--- src/ccfd_pkg.sv ---
// Package for the crystal clock failure detector: map, fields, resets, carriers
package ccfd_pkg;

  // Register byte offsets on the AHB-Lite slave
  localparam logic [7:0] MAIN_OSC_REG_OFS = 8'h00;
  localparam logic [7:0] MASTER_CLK_REG_OFS = 8'h04;
  localparam logic [7:0] POWER_STATUS_REG_OFS = 8'h08;
  localparam logic [7:0] INT_ENABLE_REG_OFS = 8'h0c;
  localparam logic [7:0] FAULT_CLEAR_REG_OFS = 8'h10;
  localparam logic [7:0] INT_CLEAR_REG_OFS = 8'h14;

  // Field positions in the main oscillator register
  localparam int OSC_XTAL_EN_BIT = 0;
  localparam int OSC_RC_EN_BIT = 1;
  localparam int OSC_DET_EN_BIT = 2;
  localparam int OSC_SEL_BIT = 3;

  // Field positions in the status, enable and clear registers
  localparam int SR_EVENT_BIT = 0;
  localparam int SR_FAULT_BIT = 1;
  localparam int SR_STATE_BIT = 2;
  localparam int SR_SLOW_RC_BIT = 3;
  localparam int FAULT_CLEAR_BIT = 0;

  // Master clock source encodings
  localparam logic [1:0] MSRC_SLOW = 2'h0;
  localparam logic [1:0] MSRC_MAIN = 2'h1;
  localparam logic [1:0] MSRC_PLL_A = 2'h2;
  localparam logic [1:0] MSRC_USB_PLL_DIV = 2'h3;

  // Crystal periods needed in one slow RC high phase
  localparam logic [3:0] XTAL_MIN_COUNT = 4'h8;

  // AHB transfer type for a single transfer
  localparam logic [1:0] HTRANS_NONSEQ = 2'h2;

  // Clock configuration seen by the clock tree
  typedef struct packed {
    logic crystal_osc_enable;
    logic main_rc_enable;
    logic failure_detector_enable;
    logic main_source_select;
    logic [1:0] master_source_select;
  } ccfd_cfg_s;

  localparam ccfd_cfg_s CFG_RESET = '{
    crystal_osc_enable: 1'b0,
    main_rc_enable: 1'b1,
    failure_detector_enable: 1'b0,
    main_source_select: 1'b0,
    master_source_select: MSRC_MAIN
  };

endpackage

--- src/ccfd_top.sv ---
// Crystal clock failure detector with AHB-Lite registers and clock switchover
`timescale 1ns/1ns
module ccfd_top
  import ccfd_pkg::*;
(
  input wire logic hclk,
  input wire logic hresetn,
  input wire logic hsel,
  input wire logic [31:0] haddr,
  input wire logic [1:0] htrans,
  input wire logic hwrite,
  input wire logic [2:0] hsize,
  input wire logic [31:0] hwdata,
  input wire logic hready,
  output logic hreadyout,
  output logic hresp,
  output logic [31:0] hrdata,
  input wire logic xtal_clk_pin,
  input wire logic slow_rc_clk_pin,
  output ccfd_cfg_s clk_cfg,
  output logic slow_rc_enable,
  output logic fault_out,
  output logic irq
);

  // Pin synchronisers and edge history
  logic xtal_s1_q, xtal_s2_q, xtal_prev_q;
  logic rc_s1_q, rc_s2_q, rc_prev_q;
  // Detector state
  logic [3:0] cnt_q, cnt_d;
  logic armed_q, armed_d;
  logic verdict_q, verdict_d;
  logic detect_state_q, detect_state_d;
  logic pending_q, pending_d;
  // Software visible state
  ccfd_cfg_s cfg_q, cfg_d;
  logic event_q, event_d;
  logic fault_q, fault_d;
  logic int_en_q, int_en_d;
  logic slow_rc_q;
  // Bus data phase state
  logic wr_pend_q;
  logic [7:0] wr_addr_q;
  logic [31:0] rdata_q, rdata_d;

  // Both clocks come from pins, so each passes two flops first
  always_ff @(posedge hclk or negedge hresetn) begin
    if (!hresetn) begin
      xtal_s1_q <= 1'b0;
      xtal_s2_q <= 1'b0;
      xtal_prev_q <= 1'b0;
      rc_s1_q <= 1'b0;
      rc_s2_q <= 1'b0;
      rc_prev_q <= 1'b0;
    end else begin
      xtal_s1_q <= xtal_clk_pin;
      xtal_s2_q <= xtal_s1_q;
      xtal_prev_q <= xtal_s2_q;
      rc_s1_q <= slow_rc_clk_pin;
      rc_s2_q <= rc_s1_q;
      rc_prev_q <= rc_s2_q;
    end
  end

  // Edge detection on the synchronised levels only
  wire xtal_rise = xtal_s2_q & ~xtal_prev_q;
  wire rc_high = rc_s2_q;
  wire rc_rise = rc_s2_q & ~rc_prev_q;
  wire rc_fall = ~rc_s2_q & rc_prev_q;

  // Detector runs only when enabled and the crystal is on
  wire det_active = cfg_q.failure_detector_enable & cfg_q.crystal_osc_enable;
  wire pll_route = cfg_q.main_source_select &
                   ((cfg_q.master_source_select == MSRC_PLL_A) |
                    (cfg_q.master_source_select == MSRC_USB_PLL_DIV));

  // Counter: cleared while low, counts crystal edges while high, saturates
  assign cnt_d = (!rc_high || !det_active) ? 4'h0 :
                 (xtal_rise && cnt_q != XTAL_MIN_COUNT) ? cnt_q + 4'h1 : cnt_q;

  // Armed once a whole high phase has started under an active detector
  assign armed_d = !det_active ? 1'b0 : (rc_rise ? 1'b1 : armed_q);

  // Verdict taken once per period at the end of the high phase
  assign verdict_d = !det_active ? 1'b0 :
                     (rc_fall && armed_q) ? (cnt_q < XTAL_MIN_COUNT) : verdict_q;

  // Verdict moves to the slow RC rising edge before anything acts on it
  assign detect_state_d = !det_active ? 1'b0 : (rc_rise ? verdict_q : detect_state_q);
  wire fail_pulse = det_active & rc_rise & verdict_q & ~detect_state_q;

  always_ff @(posedge hclk or negedge hresetn) begin
    if (!hresetn) begin
      cnt_q <= 4'h0;
      armed_q <= 1'b0;
      verdict_q <= 1'b0;
      detect_state_q <= 1'b0;
    end else begin
      cnt_q <= cnt_d;
      armed_q <= armed_d;
      verdict_q <= verdict_d;
      detect_state_q <= detect_state_d;
    end
  end

  // AHB address phase decode
  wire bus_take = hsel & hready & (htrans == HTRANS_NONSEQ);
  wire rd_take = bus_take & ~hwrite;
  wire wr_take = bus_take & hwrite;
  wire [7:0] addr_lo = haddr[7:0];
  wire rd_status = rd_take & (addr_lo == POWER_STATUS_REG_OFS);

  // Data phase write strobes
  wire wr_osc = wr_pend_q & (wr_addr_q == MAIN_OSC_REG_OFS);
  wire wr_mck = wr_pend_q & (wr_addr_q == MASTER_CLK_REG_OFS);
  wire wr_ie = wr_pend_q & (wr_addr_q == INT_ENABLE_REG_OFS);
  wire wr_fclr = wr_pend_q & (wr_addr_q == FAULT_CLEAR_REG_OFS);
  wire wr_iclr = wr_pend_q & (wr_addr_q == INT_CLEAR_REG_OFS);

  // Software writes first, then the failure mechanism overrides them
  always_comb begin
    cfg_d = cfg_q;
    pending_d = pending_q;
    if (wr_osc) begin
      cfg_d.crystal_osc_enable = hwdata[OSC_XTAL_EN_BIT];
      cfg_d.main_rc_enable = hwdata[OSC_RC_EN_BIT];
      cfg_d.failure_detector_enable = hwdata[OSC_DET_EN_BIT];
      cfg_d.main_source_select = hwdata[OSC_SEL_BIT];
    end
    if (wr_mck) begin
      cfg_d.master_source_select = hwdata[1:0];
    end
    if (fail_pulse && pll_route) begin
      // PLL case moves the master clock first, main source one period later
      cfg_d.master_source_select = MSRC_MAIN;
      pending_d = 1'b1;
    end else if (fail_pulse || (pending_q && rc_rise)) begin
      cfg_d.main_source_select = 1'b0;
      cfg_d.main_rc_enable = 1'b1;
      pending_d = 1'b0;
    end
  end

  // Flags: a hardware set wins over a clear in the same cycle
  assign event_d = fail_pulse ? 1'b1 :
                   ((rd_status || (wr_iclr && hwdata[SR_EVENT_BIT])) ? 1'b0 : event_q);
  assign fault_d = fail_pulse ? 1'b1 :
                   ((wr_fclr && hwdata[FAULT_CLEAR_BIT]) ? 1'b0 : fault_q);
  assign int_en_d = wr_ie ? hwdata[SR_EVENT_BIT] : int_en_q;

  always_ff @(posedge hclk or negedge hresetn) begin
    if (!hresetn) begin
      cfg_q <= CFG_RESET;
      pending_q <= 1'b0;
      event_q <= 1'b0;
      fault_q <= 1'b0;
      int_en_q <= 1'b0;
      slow_rc_q <= 1'b0;
    end else begin
      cfg_q <= cfg_d;
      pending_q <= pending_d;
      event_q <= event_d;
      fault_q <= fault_d;
      int_en_q <= int_en_d;
      slow_rc_q <= cfg_q.failure_detector_enable;
    end
  end

  // Read mux; sampled at the address phase so data stands from a flop
  always_comb begin
    rdata_d = 32'h0000_0000;
    case (addr_lo)
      MAIN_OSC_REG_OFS: begin
        rdata_d[OSC_XTAL_EN_BIT] = cfg_q.crystal_osc_enable;
        rdata_d[OSC_RC_EN_BIT] = cfg_q.main_rc_enable;
        rdata_d[OSC_DET_EN_BIT] = cfg_q.failure_detector_enable;
        rdata_d[OSC_SEL_BIT] = cfg_q.main_source_select;
      end
      MASTER_CLK_REG_OFS: rdata_d[1:0] = cfg_q.master_source_select;
      POWER_STATUS_REG_OFS: begin
        rdata_d[SR_EVENT_BIT] = event_q;
        rdata_d[SR_FAULT_BIT] = fault_q;
        rdata_d[SR_STATE_BIT] = detect_state_q;
        rdata_d[SR_SLOW_RC_BIT] = slow_rc_q;
      end
      INT_ENABLE_REG_OFS: rdata_d[SR_EVENT_BIT] = int_en_q;
      default: rdata_d = 32'h0000_0000;
    endcase
  end

  // Bus state; zero wait states, so the data phase never stalls
  always_ff @(posedge hclk or negedge hresetn) begin
    if (!hresetn) begin
      wr_pend_q <= 1'b0;
      wr_addr_q <= 8'h00;
      rdata_q <= 32'h0000_0000;
    end else begin
      wr_pend_q <= wr_take;
      wr_addr_q <= addr_lo;
      rdata_q <= rd_take ? rdata_d : 32'h0000_0000;
    end
  end

  // Outputs
  assign hreadyout = 1'b1;
  assign hresp = 1'b0;
  assign hrdata = rdata_q;
  assign clk_cfg = cfg_q;
  assign slow_rc_enable = slow_rc_q;
  assign fault_out = fault_q;
  assign irq = event_q & int_en_q;
endmodule // ccfd_top

--- config.mk ---
export PLATFORM = sky130hd
export DESIGN_NAME = ccfd_top
export DESIGN_NICKNAME = d
export VERILOG_FILES = /design/src/ccfd_pkg.sv /design/src/ccfd_top.sv
export SDC_FILE = /design/constraint.sdc
export NUM_CORES = 1
export LEC_CHECK = 0
export BUFFER_PORTS_ARGS = -buffer_cell sky130_fd_sc_hd__buf_4
export CAP_MARGIN = 20
export CORE_MARGIN = 2
export CORE_UTILIZATION = 44
export CTS_CLUSTER_SIZE = 8
export DETAILED_ROUTE_END_ITERATION = 12
export PLACE_DENSITY = 0.82
export SLEW_MARGIN = 20
export SYNTH_ARGS = -nofsm -noshare
export SYNTH_HDL_FRONTEND = slang
export SYNTH_SLANG_ARGS = --single-unit
--- constraint.sdc ---
create_clock -name hclk -period 4.1 [get_ports hclk]
set_input_delay 0.615 -clock hclk [delete_from_list [all_inputs] [get_ports hclk]]
set_output_delay 0.615 -clock hclk [all_outputs]
set_load 0.01 [all_outputs]
# Yosys cells after proc, flatten, opt, wreduce, memory -nomap -nowiden
# Cells that the tools add are included.
# op_classes
n_eq_ne	13
bitwise	25
n_mux	25
n_reduce_logical	18
n_lt_le_gt_ge	1
addsub	1
# op_table
op	n
$eq 8x4->1 const B	3
$and 1x1->1	19
$eq 8x3->1 const B	2
$eq 8x5->1 const B	2
$logic_not 8->1	2
$mux 1	16
$mux 4	3
$reduce_bool 2->1	5
$eq 2x2->1 const B	3
$logic_and 1x1->1	6
$not 1->1	5
$add 4x1->4 const B	1
$lt 4x4->1 const B	1
$mux 2	2
$ne 4x4->1 const B	1
$pmux 1 s4	1
$pmux 2 s2	1
$logic_or 1x1->1	3
$mux 3	1
$pmux 1 s3	1
$logic_not 1->1	2
$ne 2x1->1 const B	1
$ne 2x2->1 const B	1
$or 1x1->1	1
# totals
input_bits	76
word_cells	106
regBits	37
out_inout_bits	43

# Depth between registers and ports, before layout
# depth
depth_word	8
mapped_depth	6
ltp_nobuf	6

# Worst setup path before layout
# Ideal clock, no wire load.
# synth_path
path_kind	register to register
start	reg wr_addr_q[1]
end	reg cfg_q (netlist bit clk_cfg[4])
path_buffers	0
arrival_time_ns	1.758
period_less_slack_ns	1.841
slack_ns	2.259
path_stages_with_launch	5
required_ns	4.016
setup_time_ns	0.084
cell_sequence	dfrtp_1 or4_4 nor3_4 mux2_2 a311o_1
# synth_rtl
item	line_no	rtl
from (decl)	ccfd_top.sv:43	logic [7:0] wr_addr_q;
from (signal assigned)	ccfd_top.sv:199	wr_addr_q <= addr_lo;
to (signal assigned)	ccfd_top.sv:160	cfg_q <= cfg_d;
to (decl)	ccfd_top.sv:36	ccfd_cfg_s cfg_q, cfg_d;

==> metrics.cfg <==
[sta]
setup_violations=0
post-route-min-period_ns=1.935
hold_viol=0
skew_ns=0.008507
post-route-period-util_pct=47.19
drv_slew=0
final.setup.tns_ns=0
rsz0062_at_grt=false
fmaxAchievable_ghz=0.5168

[synthesis]
synth-seq-cells=37
yosysWarnings=0
synth_commonest_cells=dfrtp_1 (35), buf_4 (30), nor2_1 (18)
syn_area_um2=1714
synth.distinct_cells=38
synth_edf_count=0
syn_avg_cell_area_um2=11.50
synth_top_area_cell=dfrtp_1
synth_cells=149
async_reset_ff_share_pct=100.0
synth_top_cell_area_share_pct=51.09
ys.flop_type=dfrtp_1
ys_seq_area_share_pct=54.16
synth.most_common_cell=dfrtp_1
netlist_top_cells_area=dfrtp_1 (51%), buf_4 (13%), mux2i_1 (4.7%)

[pwr]
p_total_mw=0.7845
power_switching_mw=0.1513
power_frac_comb_pct=6.2
ir_worst_vdd_uv=120.5
p_sw_share_pct=19.29
pwr-share-clk_pct=45.7
leakage_nw=0.9675
p_per_area_nw_per_um2=386.8
intPower_mw=0.6332
pwr-share-seq_pct=48.1

[setup_path]
crit_fanout=4
crit_path_start_kind=register
arrival_ns=2.14
crit_type=register to register
end_kind=register
r2r_cells=4
required_ns=4.31

[routing]
drc=0
drtIter0Drc=60
postRouteAntennaNets=0
avgViaCountPerCell=4.611
vias=1079
drtPass1Iterations=4
wl_per_cell_um=12.17
wl_mm=2.848

[cells_and_area]
multi_input_area_um2=643.1
drive_gt1_share_pct=29.03
regArea_um2=928.4
nNetsFinal=263
areaGrowthSynthToFinish_pct=18.32
fill_cells=342
n_antenna_cell=0

[min_path]
hold_path.class=input port to asynchronous set/reset pin

[grt]
grt_use_total_pct=14.17
grt_max_degree=38
grt_pass1_vias=990
antenna_found_initial=0
grt_overflow_total=0
grt_pass1_wl_mm=4.574

[cts]
postCtsSetupRepairBufs=0
cts_made_buffers=5
cts_tree=yes
cts_buffer_depth=2
clk_latency_ns=0.28
cts_max_level=2
postCtsHoldBufs=0
cts-root-buf=clkbuf_8
path_clk_slew_ns=0.07
clock-sinks=37
cts_resized=0

[floorplanning]
start_util_pct=46.13
die_y_um=66.42
die_w_um=66.42
core_um2=3716
io-pin-count=119
die_area_um2=4411
core.rowCount=22

[placement]
port-buffer-count=33
dpl.hpwl_mm=2.297
place.gp.congestion=0.7679

[status]
outcome=finished, final reports clean

[job]
max-cap-violations=0

[worst paths after layout]
check / slack (ns) / endpoint / startpoint
min: 0.27 / xtal_s1_q / hresetn
min reg2reg: 0.35 / xtal_s2_q / xtal_s1_q
max reg2reg: 2.17 / clk_cfg[4] / wr_addr_q[1]
max: 2.17 / clk_cfg[4] / wr_addr_q[1]
max in group asynchronous: 3.48 / clk_cfg[0] / hresetn
min in group hclk: 0.35 / xtal_s2_q / xtal_s1_q
[per-stage QoR]
step | setup slack [ns] | instances | utilization [%] | hold slack (ns) | cell area [µm²]
3_3_place_gp | 2.153 | 226 | 50.98 | 0.3338 | 1894
4_1_cts | 2.153 | 234 | 54.58 | 0.2839 | 2028
3_5_place_dp | 2.150 | 226 | 50.98 | 0.3365 | 1894
6_report | 2.165 | 234 | 54.58 | 0.2677 | 2028
2_1_floorplan | 2.259 | 177 | - | 0.3194 | 1819
5_1_grt | 2.106 | 234 | 54.58 | 0.3054 | 2028
[layout by cell type (no fill, tap or decap), types with 2 or more instances in the layout]
master / instances
buf_4: 33
nand2_1: 7
dfrtp_1: 35
nor2_1: 18
o21ai_0: 3
nand3_1: 2
mux2i_1: 8
xor2_1: 2
clkbuf_8: 5
bufinv_16: 2
nand4_1: 2
nor2b_1: 3
dfstp_2: 2
conb_1: 30
mux2_2: 4
inv_1: 4
and2_1: 2
ha_1: 2
[power by group through the flow]
stage               clock network, mW  registers (mW)  logic (mW)
floorplan                           0           0.383      0.0442
global placement                    0           0.384      0.0482
detailed placement                  0           0.384      0.0488
CTS                             0.364           0.377      0.0489
global route                    0.382           0.378      0.0547
finish                          0.358           0.377      0.0487
[area by class of cell]
type	count	share of cell area [%]
clock inverter	3	3.208
clock buffer	5	3.393
tap	48	2.961
inverter	4	0.7403
timing repair buffer	33	12.21
multi-input combinational	104	31.71
sequential	37	45.77
[state kept, by name, indices dropped and copies added (netlist names), 4 cells and up]
signal	count
wr_addr_q	8
cnt_q	4
clk_cfg	6
hrdata	4
[routing by layer]
| layer | part of all wire, % | global-route usage, % | up-vias |
|---|---|---|---|
| met1 | 38 | 16.39 | 519 |
| met4 | 1.2 | 6.888 | 0 |
| met2 | 55 | 24.88 | 40 |
| met3 | 5.8 | 2.726 | 2 |
| met5 | 0 | 0 | - |
| li1 | - | - | 518 |
[worst max-delay path, stage by stage, from the launching register on]
cell and delay (ns):
dfrtp_1 0.39, or4_4 0.56, nor3_4 0.28, mux2_2 0.37
a311o_1 0.27
[logic make-up after synthesis]
group,count (synthesis),synth area share (%)
adders and majority gates,2,1.460
muxes,13,8.613
buffers and inverters,36,14.45
and+or+nand+nor,45,14.96
other,2,0.4381
DFF,37,54.16
xor gates and xnor gates,3,1.533
AOI/OAI and AO/OA,11,4.380
Note: power is estimated with default switching activity, not from simulation.
